**src/common/irq_src_params.svh**
```systemverilog
/*
  Constants for the tick generators and shared-vector interrupt sources:
  register offsets, field positions, reset values and divider figures.
  Assumes it is included by bare name from the package and design files.
*/
`ifndef IRQ_SRC_PARAMS_SVH
`define IRQ_SRC_PARAMS_SVH

`define ADDR_W              4
`define DATA_W              8

`define OFS_TIME_BASE_CTRL  4'h0
`define OFS_REQ_FLAGS       4'h1
`define OFS_IRQ_ENABLES     4'h2

`define CTRL_RESET          8'h37
`define CTRL_RUN_BIT        7
`define CTRL_CLK_SEL_BIT    6
`define CTRL_LOWPWR_BIT     3

`define FLG_TICK0           0
`define FLG_TICK1           1
`define FLG_SERIAL          2
`define FLG_EXT             3
`define FLG_SSP             4
`define FLG_LV              5
`define FLG_SHARED          6

`define TICK0_MIN_LOG2      8
`define TICK1_MIN_LOG2      12
`define TICK_CNT_W          15
`define SYS_DIV             4

`endif

```
**src/common/irq_src_pkg.sv**
```systemverilog
/*
  Types shared by both ends of the interrupt link.
  Assumes the constants header is on the include path.
*/
package irq_src_pkg;
  `include "irq_src_params.svh"

  typedef enum logic [1:0] {
    VEC_TICK0  = 2'b00,
    VEC_TICK1  = 2'b01,
    VEC_SHARED = 2'b11
  } vec_t;

  typedef logic [`DATA_W-1:0] byte_t;
endpackage

```
**src/common/irq_if.sv**
```systemverilog
/*
  Link between the interrupt sources and the CPU vectoring logic.
  Assumes both ends share mclk; the acknowledge is a one-cycle pulse.
*/
`timescale 1ns/1ps
interface irq_if;
  import irq_src_pkg::*;
  logic tick0_pend;
  logic tick1_pend;
  logic shared_pend;
  logic ack;
  vec_t ack_vec;

  modport src (output tick0_pend, output tick1_pend, output shared_pend, input ack, input ack_vec);
  modport cpu (input tick0_pend, input tick1_pend, input shared_pend, output ack, output ack_vec);
endinterface

```
**src/rtl/irq_sources.sv**
```systemverilog
/*
  Interrupt source block: two periodic tick generators, four sources on one
  shared vector, their request flags and enables, and a register port.
  Assumes byte events arrive as one-cycle pulses on mclk, while the peripheral
  pin, the dedicated tick clock and the low-voltage level are asynchronous.
*/
`timescale 1ns/1ps
`include "irq_src_params.svh"

module irq_sources (
  input  wire logic                 mclk,
  input  wire logic                 rst_b,
  input  wire logic [`ADDR_W-1:0]   reg_addr,
  input  wire irq_src_pkg::byte_t   reg_wdata,
  input  wire logic                 reg_wr,
  input  wire logic                 reg_rd,
  output irq_src_pkg::byte_t        reg_rdata,
  input  wire logic                 tick_dedicated_clock,
  input  wire logic                 serial_module_byte_done,
  input  wire logic                 second_serial_port_byte_done,
  input  wire logic                 ext_periph_irq_pin,
  input  wire logic                 low_voltage_detect,
  output logic                      slow_crystal_low_power,
  irq_if.src                        link
);
  import irq_src_pkg::*;

  // true when the low nbits of a count are all ones, i.e. the next tick wraps
  function automatic logic period_hit(input logic [`TICK_CNT_W-1:0] cnt, input logic [3:0] nbits);
    logic [`TICK_CNT_W-1:0] mask;
    mask = ~({`TICK_CNT_W{1'b1}} << nbits);
    return (cnt & mask) == mask;
  endfunction

  byte_t                  ctrl_r;
  logic [6:0]             flags_r;
  logic [6:0]             flags_nxt;
  logic [6:0]             en_r;
  logic [6:0]             set_ev;
  logic [1:0]             sysdiv_r;
  logic [2:0]             tclk_sync_r;
  logic [2:0]             pin_sync_r;
  logic [1:0]             lv_sync_r;
  logic [`TICK_CNT_W-1:0] tick_cnt_r;
  logic                   tick_in;
  logic                   tick0_ovf;
  logic                   tick1_ovf;
  logic                   wr_ctrl;
  logic                   wr_flags;
  logic                   wr_en;
  logic                   take_tick0;
  logic                   take_tick1;
  logic                   take_shared;
  logic                   shared_src_any;

  assign wr_ctrl  = reg_wr && (reg_addr == `OFS_TIME_BASE_CTRL);
  assign wr_flags = reg_wr && (reg_addr == `OFS_REQ_FLAGS);
  assign wr_en    = reg_wr && (reg_addr == `OFS_IRQ_ENABLES);

  always_ff @(posedge mclk or negedge rst_b) begin
    if (!rst_b) begin
      ctrl_r <= `CTRL_RESET;
    end else if (wr_ctrl) begin
      ctrl_r <= reg_wdata;
    end
  end

  always_ff @(posedge mclk or negedge rst_b) begin
    if (!rst_b) begin
      en_r <= 7'h00;
    end else if (wr_en) begin
      en_r <= reg_wdata[6:0];
    end
  end

  assign slow_crystal_low_power = ctrl_r[`CTRL_LOWPWR_BIT];

  // input synchronisers; only the second and later stages feed logic
  always_ff @(posedge mclk or negedge rst_b) begin
    if (!rst_b) begin
      tclk_sync_r <= 3'b000;
      pin_sync_r  <= 3'b111;
      lv_sync_r   <= 2'b00;
    end else begin
      tclk_sync_r <= {tclk_sync_r[1:0], tick_dedicated_clock};
      pin_sync_r  <= {pin_sync_r[1:0], ext_periph_irq_pin};
      lv_sync_r   <= {lv_sync_r[0], low_voltage_detect};
    end
  end

  // free-running divide by four of the system clock
  always_ff @(posedge mclk or negedge rst_b) begin
    if (!rst_b) begin
      sysdiv_r <= 2'b00;
    end else begin
      sysdiv_r <= sysdiv_r + 2'b01;
    end
  end

  // the dedicated clock is sampled, so it must stay well below mclk/4
  assign tick_in = ctrl_r[`CTRL_CLK_SEL_BIT] ? (sysdiv_r == 2'(`SYS_DIV - 1))
                                             : (tclk_sync_r[1] && !tclk_sync_r[2]);

  // one shared counter: tick0 periods run from 2^8 to 2^15 and tick1 periods from 2^12 to 2^15, all powers of two of the same count
  always_ff @(posedge mclk or negedge rst_b) begin
    if (!rst_b) begin
      tick_cnt_r <= '0;
    end else if (!ctrl_r[`CTRL_RUN_BIT]) begin
      tick_cnt_r <= '0;
    end else if (tick_in) begin
      tick_cnt_r <= tick_cnt_r + 1'b1;
    end
  end

  assign tick0_ovf = ctrl_r[`CTRL_RUN_BIT] && tick_in
                     && period_hit(tick_cnt_r, 4'(`TICK0_MIN_LOG2) + {1'b0, ctrl_r[2:0]});
  assign tick1_ovf = ctrl_r[`CTRL_RUN_BIT] && tick_in
                     && period_hit(tick_cnt_r, 4'(`TICK1_MIN_LOG2) + {2'b00, ctrl_r[5:4]});

  always_comb begin
    set_ev              = '0;
    set_ev[`FLG_TICK0]  = tick0_ovf;
    set_ev[`FLG_TICK1]  = tick1_ovf;
    set_ev[`FLG_SERIAL] = serial_module_byte_done;
    set_ev[`FLG_EXT]    = pin_sync_r[2] && !pin_sync_r[1];
    set_ev[`FLG_SSP]    = second_serial_port_byte_done;
    set_ev[`FLG_LV]     = lv_sync_r[1];
    set_ev[`FLG_SHARED] = |set_ev[`FLG_LV:`FLG_SERIAL];
  end

  assign take_tick0  = link.ack && (link.ack_vec == VEC_TICK0);
  assign take_tick1  = link.ack && (link.ack_vec == VEC_TICK1);
  assign take_shared = link.ack && (link.ack_vec == VEC_SHARED);

  // a hardware set always beats a software write or a service clear
  always_comb begin
    flags_nxt = flags_r;
    if (wr_flags) begin
      flags_nxt = reg_wdata[6:0];
    end
    if (take_tick0) begin
      flags_nxt[`FLG_TICK0] = 1'b0;
    end
    if (take_tick1) begin
      flags_nxt[`FLG_TICK1] = 1'b0;
    end
    if (take_shared) begin
      flags_nxt[`FLG_SHARED] = 1'b0;
    end
    flags_nxt = flags_nxt | set_ev;
  end

  always_ff @(posedge mclk or negedge rst_b) begin
    if (!rst_b) begin
      flags_r <= 7'h00;
    end else begin
      flags_r <= flags_nxt;
    end
  end

  assign shared_src_any = |(flags_r[`FLG_LV:`FLG_SERIAL] & en_r[`FLG_LV:`FLG_SERIAL]);

  // the global enable and the stack check live in the vectoring end
  assign link.tick0_pend  = flags_r[`FLG_TICK0] && en_r[`FLG_TICK0];
  assign link.tick1_pend  = flags_r[`FLG_TICK1] && en_r[`FLG_TICK1];
  assign link.shared_pend = flags_r[`FLG_SHARED] && en_r[`FLG_SHARED]
                            && shared_src_any;

  // software must route the shared pin to the peripheral input beforehand;
  // otherwise the pin idles high and no falling edge is ever seen

  always_ff @(posedge mclk or negedge rst_b) begin
    if (!rst_b) begin
      reg_rdata <= '0;
    end else if (reg_rd) begin
      case (reg_addr)
        `OFS_TIME_BASE_CTRL: reg_rdata <= ctrl_r;
        `OFS_REQ_FLAGS:      reg_rdata <= {1'b0, flags_r};
        `OFS_IRQ_ENABLES:    reg_rdata <= {1'b0, en_r};
        default:             reg_rdata <= '0;
      endcase
    end else begin
      reg_rdata <= '0;
    end
  end
endmodule

```
**src/flat_wrapper.sv**
```systemverilog
// flat-port wrapper written by rule: the top's interface ports become plain ports
module irq_sources_flat import irq_src_pkg::*;
  (mclk, rst_b, reg_addr, reg_wdata, reg_wr, reg_rd, reg_rdata, tick_dedicated_clock, serial_module_byte_done, second_serial_port_byte_done, ext_periph_irq_pin, low_voltage_detect, slow_crystal_low_power, link_tick0_pend, link_tick1_pend, link_shared_pend, link_ack, link_ack_vec);
  irq_if link_i ();
  input  wire logic mclk;
  input  wire logic rst_b;
  input  wire logic [`ADDR_W-1:0] reg_addr;
  input  wire irq_src_pkg::byte_t reg_wdata;
  input  wire logic reg_wr;
  input  wire logic reg_rd;
  output irq_src_pkg::byte_t reg_rdata;
  input  wire logic tick_dedicated_clock;
  input  wire logic serial_module_byte_done;
  input  wire logic second_serial_port_byte_done;
  input  wire logic ext_periph_irq_pin;
  input  wire logic low_voltage_detect;
  output logic slow_crystal_low_power;
  output wire logic [$bits(link_i.tick0_pend)-1:0] link_tick0_pend;
  output wire logic [$bits(link_i.tick1_pend)-1:0] link_tick1_pend;
  output wire logic [$bits(link_i.shared_pend)-1:0] link_shared_pend;
  input wire logic [$bits(link_i.ack)-1:0] link_ack;
  input wire logic [$bits(link_i.ack_vec)-1:0] link_ack_vec;
  assign link_tick0_pend = link_i.tick0_pend;
  assign link_tick1_pend = link_i.tick1_pend;
  assign link_shared_pend = link_i.shared_pend;
  assign link_i.ack = link_ack;
  assign link_i.ack_vec = link_ack_vec;
  irq_sources u_core (.mclk(mclk), .rst_b(rst_b), .reg_addr(reg_addr), .reg_wdata(reg_wdata), .reg_wr(reg_wr), .reg_rd(reg_rd), .reg_rdata(reg_rdata), .tick_dedicated_clock(tick_dedicated_clock), .serial_module_byte_done(serial_module_byte_done), .second_serial_port_byte_done(second_serial_port_byte_done), .ext_periph_irq_pin(ext_periph_irq_pin), .low_voltage_detect(low_voltage_detect), .slow_crystal_low_power(slow_crystal_low_power), .link(link_i));
endmodule
```
**config.mk**
```make
export PLATFORM = sky130hd
export DESIGN_NAME = irq_sources_flat
export DESIGN_NICKNAME = d
export VERILOG_FILES = /design/src/common/irq_src_pkg.sv /design/src/common/irq_if.sv /design/src/rtl/irq_sources.sv /design/src/flat_wrapper.sv
export VERILOG_INCLUDE_DIRS = /design/src /design/src/common
export SDC_FILE = /design/constraint.sdc
export NUM_CORES = 1
export LEC_CHECK = 0
export BUFFER_PORTS_ARGS = -buffer_cell sky130_fd_sc_hd__buf_2
export CAP_MARGIN = 20
export CORE_MARGIN = 3
export CORE_UTILIZATION = 55
export CTS_CLUSTER_SIZE = 30
export DETAILED_ROUTE_END_ITERATION = 16
export PLACE_DENSITY = 0.77
export SYNTH_ARGS = -nofsm -noshare
export SYNTH_HDL_FRONTEND = slang
export SYNTH_SLANG_ARGS = --single-unit
export TNS_END_PERCENT = 100
```
**constraint.sdc**
```tcl
create_clock -name mclk -period 1.9 [get_ports mclk]
set_clock_uncertainty 0.05 [all_clocks]
set_input_delay 0.095 -clock mclk [delete_from_list [all_inputs] [get_ports mclk]]
set_output_delay 0.095 -clock mclk [all_outputs]
set_load 0.005 [all_outputs]
```
==> results.txt <==
leakage power -> 1.38 nW
Slew @ Worst Pin -> 0.664 ns
Placer Congestion -> 0.821
Total GRT Usage -> 19.7%
Die Y -> 73.0 um
top cells by area, synth -> dfrtp_1, dfstp_2, mux2_2
fin. max-slew vios -> 0
Avg Inst Size Synth -> 11.2 um^2
register area share after synthesis -> 56.2%
post-CTS setup repair buffer count -> 0
detailed-route via count -> 1840
first-pass GRT wire length -> 8070 um
drt via density -> 5.64
Area Overhead vs Synth -> 19.4%
share of post-route cells with drive strength above 1 -> 27.5%
Synth Cell Area -> 2470 um^2
#FFs+latches synth -> 55
endpoints failing setup -> 0
Placed Cells incl. Taps -> 309
CP endpoint kind -> register
post-layout net count -> 301
final WL -> 5000 um
Slowest-stage cell, CP -> or3b_4
Syn Nets -> 246
CTS Root Buffer Type -> clkbuf_8
Flop pwr share -> 55.3%
vias in the first global route -> 1747
RSZ-0062 raised after global routing -> false
CP max FO -> 7
Initial DRC Count -> 144
total gr overflow -> 0
worst vdd rail ir drop -> 0.558 mV
clock-pin slew on the worst setup and hold paths -> 0.10 ns
initial antenna violation count -> 0
Rows -> 23
internal power -> 1.87 mW
DIE AREA -> 5330 um^2
delay-heaviest family, CP -> simple AND/OR/NAND/NOR gates
critical path launch point type -> register
Pre-antenna DRT Iters -> 4
Max Clk Rate -> 0.562 GHz
Final min period -> 1.78 ns
DR WL/cell -> 15.3 um
crit-path max cell delay -> 0.41 ns
Switch Pwr -> 637 uW
period utilization -> 93.6%
CP bufs+invs -> 0
top cell type's share of synthesized area -> 47.6%
antenna viol nets, final -> 0
max cap viols -> 0
status -> completed
YS warnings -> 0
Setup TNS -> 0 ns
CTS tree -> done
clock sink total -> 55
Initial Util -> 59.2%
Worst EP required -> 2.08 ns
signal arrival time at the worst endpoint -> 1.96 ns
CTS H-tree depth -> 2
Max-slew headroom -> 55.7%
Clock Path Buffers -> 2
Num CTS Buffers -> 5
Die X -> 73.0 um
post-synth cell types -> 42
Non-Filler Instances -> 326
ant diodes -> 0
IO buf count -> 35
Clock Latency Late Sink -> 0.30 ns
Sw Ratio -> 25.4%
PD cells -> 851 nW/um^2
IO Pins -> 36
largest net degree at the start of global routing -> 56
Clock power frac -> 30.5%
Final Hold Violating Endpoints -> 0
Comb pwr share -> 14.1%
post-synthesis cell count -> 220
CORE AREA -> 4170 um^2
kind of critical path -> reg -> reg
min-delay worst type -> in -> reg
drt drc -> 0
Synth area leader -> dfrtp_1
HPWL after DPL -> 3640 um
worst path cell trace -> or3b_4 -> a211o_1 -> or3_1 -> a21oi_1
[power by group through the flow]
| stage | clock network [mW] | registers (mW) | logic, mW |
|---|---|---|---|
| 2_1_floorplan | 0 | 1.38 | 0.213 |
| 3_3_place_gp | 0 | 1.40 | 0.337 |
| 3_5_place_dp | 0 | 1.41 | 0.344 |
| 4_1_cts | 0.785 | 1.39 | 0.359 |
| 5_1_grt | 0.824 | 1.40 | 0.398 |
| 6_report | 0.766 | 1.39 | 0.354 |
[worst register-to-register path, stage by stage (launching register included)]
cell and delay [ns]:
dfrtp_1 0.39, or3b_4 0.42, a211o_1 0.39, or3_1 0.33
a21oi_1 0.14
[worst paths after layout]
check / from / end / slack, ns / cells past startpoint
worst max-delay path: u_core.ctrl_r[6] / u_core.tick_cnt_r[10] / 0.12 / 4
worst min-delay path: reg_wdata[6] / u_core.en_r[6] / 0.01 / 2
worst max register to register: u_core.ctrl_r[6] / u_core.tick_cnt_r[10] / 0.12 / 4
worst min register to register: u_core.tclk_sync_r[0] / u_core.tclk_sync_r[1] / 0.31 / 0
max in group asynchronous: rst_b / u_core.ctrl_r[3] / 0.98 / 3
min in group asynchronous: rst_b / u_core.reg_rdata[6] / 0.39 / 3
[through the flow]
step	setup slack (ns)	instance area (um^2)	power (mW)	utilization, %	hold slack [ns]
detailed placement	0.139	2750	1.75	65.8	0.151
global placement	0.166	2750	1.74	65.8	0.152
floorplan	0.178	2470	1.59	-	-0.251
finish	0.121	2950	2.51	70.6	0.0122
CTS	0.124	2950	2.53	70.6	0.00544
global route	0.0195	2950	2.62	70.6	0.0146
[Yosys cell counts]
library cell / number
a21boi_0: 1
o21ai_0: 9
mux2_2: 15
nand3_1: 2
dfstp_2: 8
a2111oi_1: 1
nand4_1: 4
xnor2_1: 3
o41ai_1: 1
o311ai_0: 1
nand2b_1: 4
a22oi_1: 2
nand4bb_1: 1
and2_1: 2
o21a_1: 1
nor3b_1: 2
mux2i_1: 13
nor3_1: 1
a31o_2: 1
and2_2: 1
o221ai_1: 1
a21oi_1: 12
o31ai_1: 1
o211ai_1: 1
o2111ai_1: 2
a211oi_1: 2
nand2_1: 13
or3b_4: 1
a221o_1: 1
xor2_1: 6
and4_1: 3
dfrtp_1: 47
nor2b_1: 2
inv_1: 10
or3_1: 2
a211o_1: 4
buf_2: 2
nor4_1: 1
nor2_1: 32
buf_1: 1
ha_1: 2
and3_1: 1
[cell type report]
class | count | area [um^2]
Sequential cell | 55 | 1390
Fill cell | 311 | 1220
Multi-Input combinational cell | 152 | 1030
Timing Repair Buffer | 51 | 318
Clock buffer | 5 | 68.8
Tap cell | 50 | 62.6
Clock inverter | 3 | 43.8
Inverter | 10 | 37.5
[logic make-up after synthesis]
kind of cell	Yosys count	share of synthesized area [%]
AOI/OAI and AO/OA	41	11.0
DFF	55	56.2
buffers and inverters	13	2.08
muxes	28	12.1
and+or+nand+nor	72	14.4
adders and majority gates	2	1.01
xor gates and xnor gates	9	3.19
[repair_timing]
| action | CTS | global route |
|---|---|---|
| hold buffers | 9 | 0 |
| hold endpoints to repair | 55 | 0 |
| gates resized for setup | 0 | 0 |
[flip-flops by register name, indices dropped and copies added (netlist names)]
register,flops
u_core.en_r,7
u_core.tick_cnt_r,15
u_core.flags_r,7
u_core.lv_sync_r,2
u_core.tclk_sync_r,3
u_core.pin_sync_r,3
u_core.ctrl_r,8
u_core.reg_rdata,8
u_core.sysdiv_r,2
[layer usage]
metal  GRT usage, %  part of all wire [%]  vias to the layer above
li1               -                     -                      892
met1           27.6                    48                      891
met2           30.9                    46                       51
met3           4.13                   5.0                        6
met4           5.74                  0.94                        0
met5              0                     0                        -
[layout by cell type (no fill, tap or decap), types with 4 or more instances in the layout]
cell type      count
inv_1             10
a21oi_1           12
clkbuf_8           5
nand4_1            4
mux2i_1           13
o21ai_0            9
dfstp_2            8
nor2_1            32
nand2b_1           4
dfrtp_1           47
nand2_1           13
a211o_1            4
buf_2             35
xor2_1             6
mux2_2            15
dlygate4sd3_1      9
buf_4              7
No activity file was read; power rests on OpenSTA's default activity.
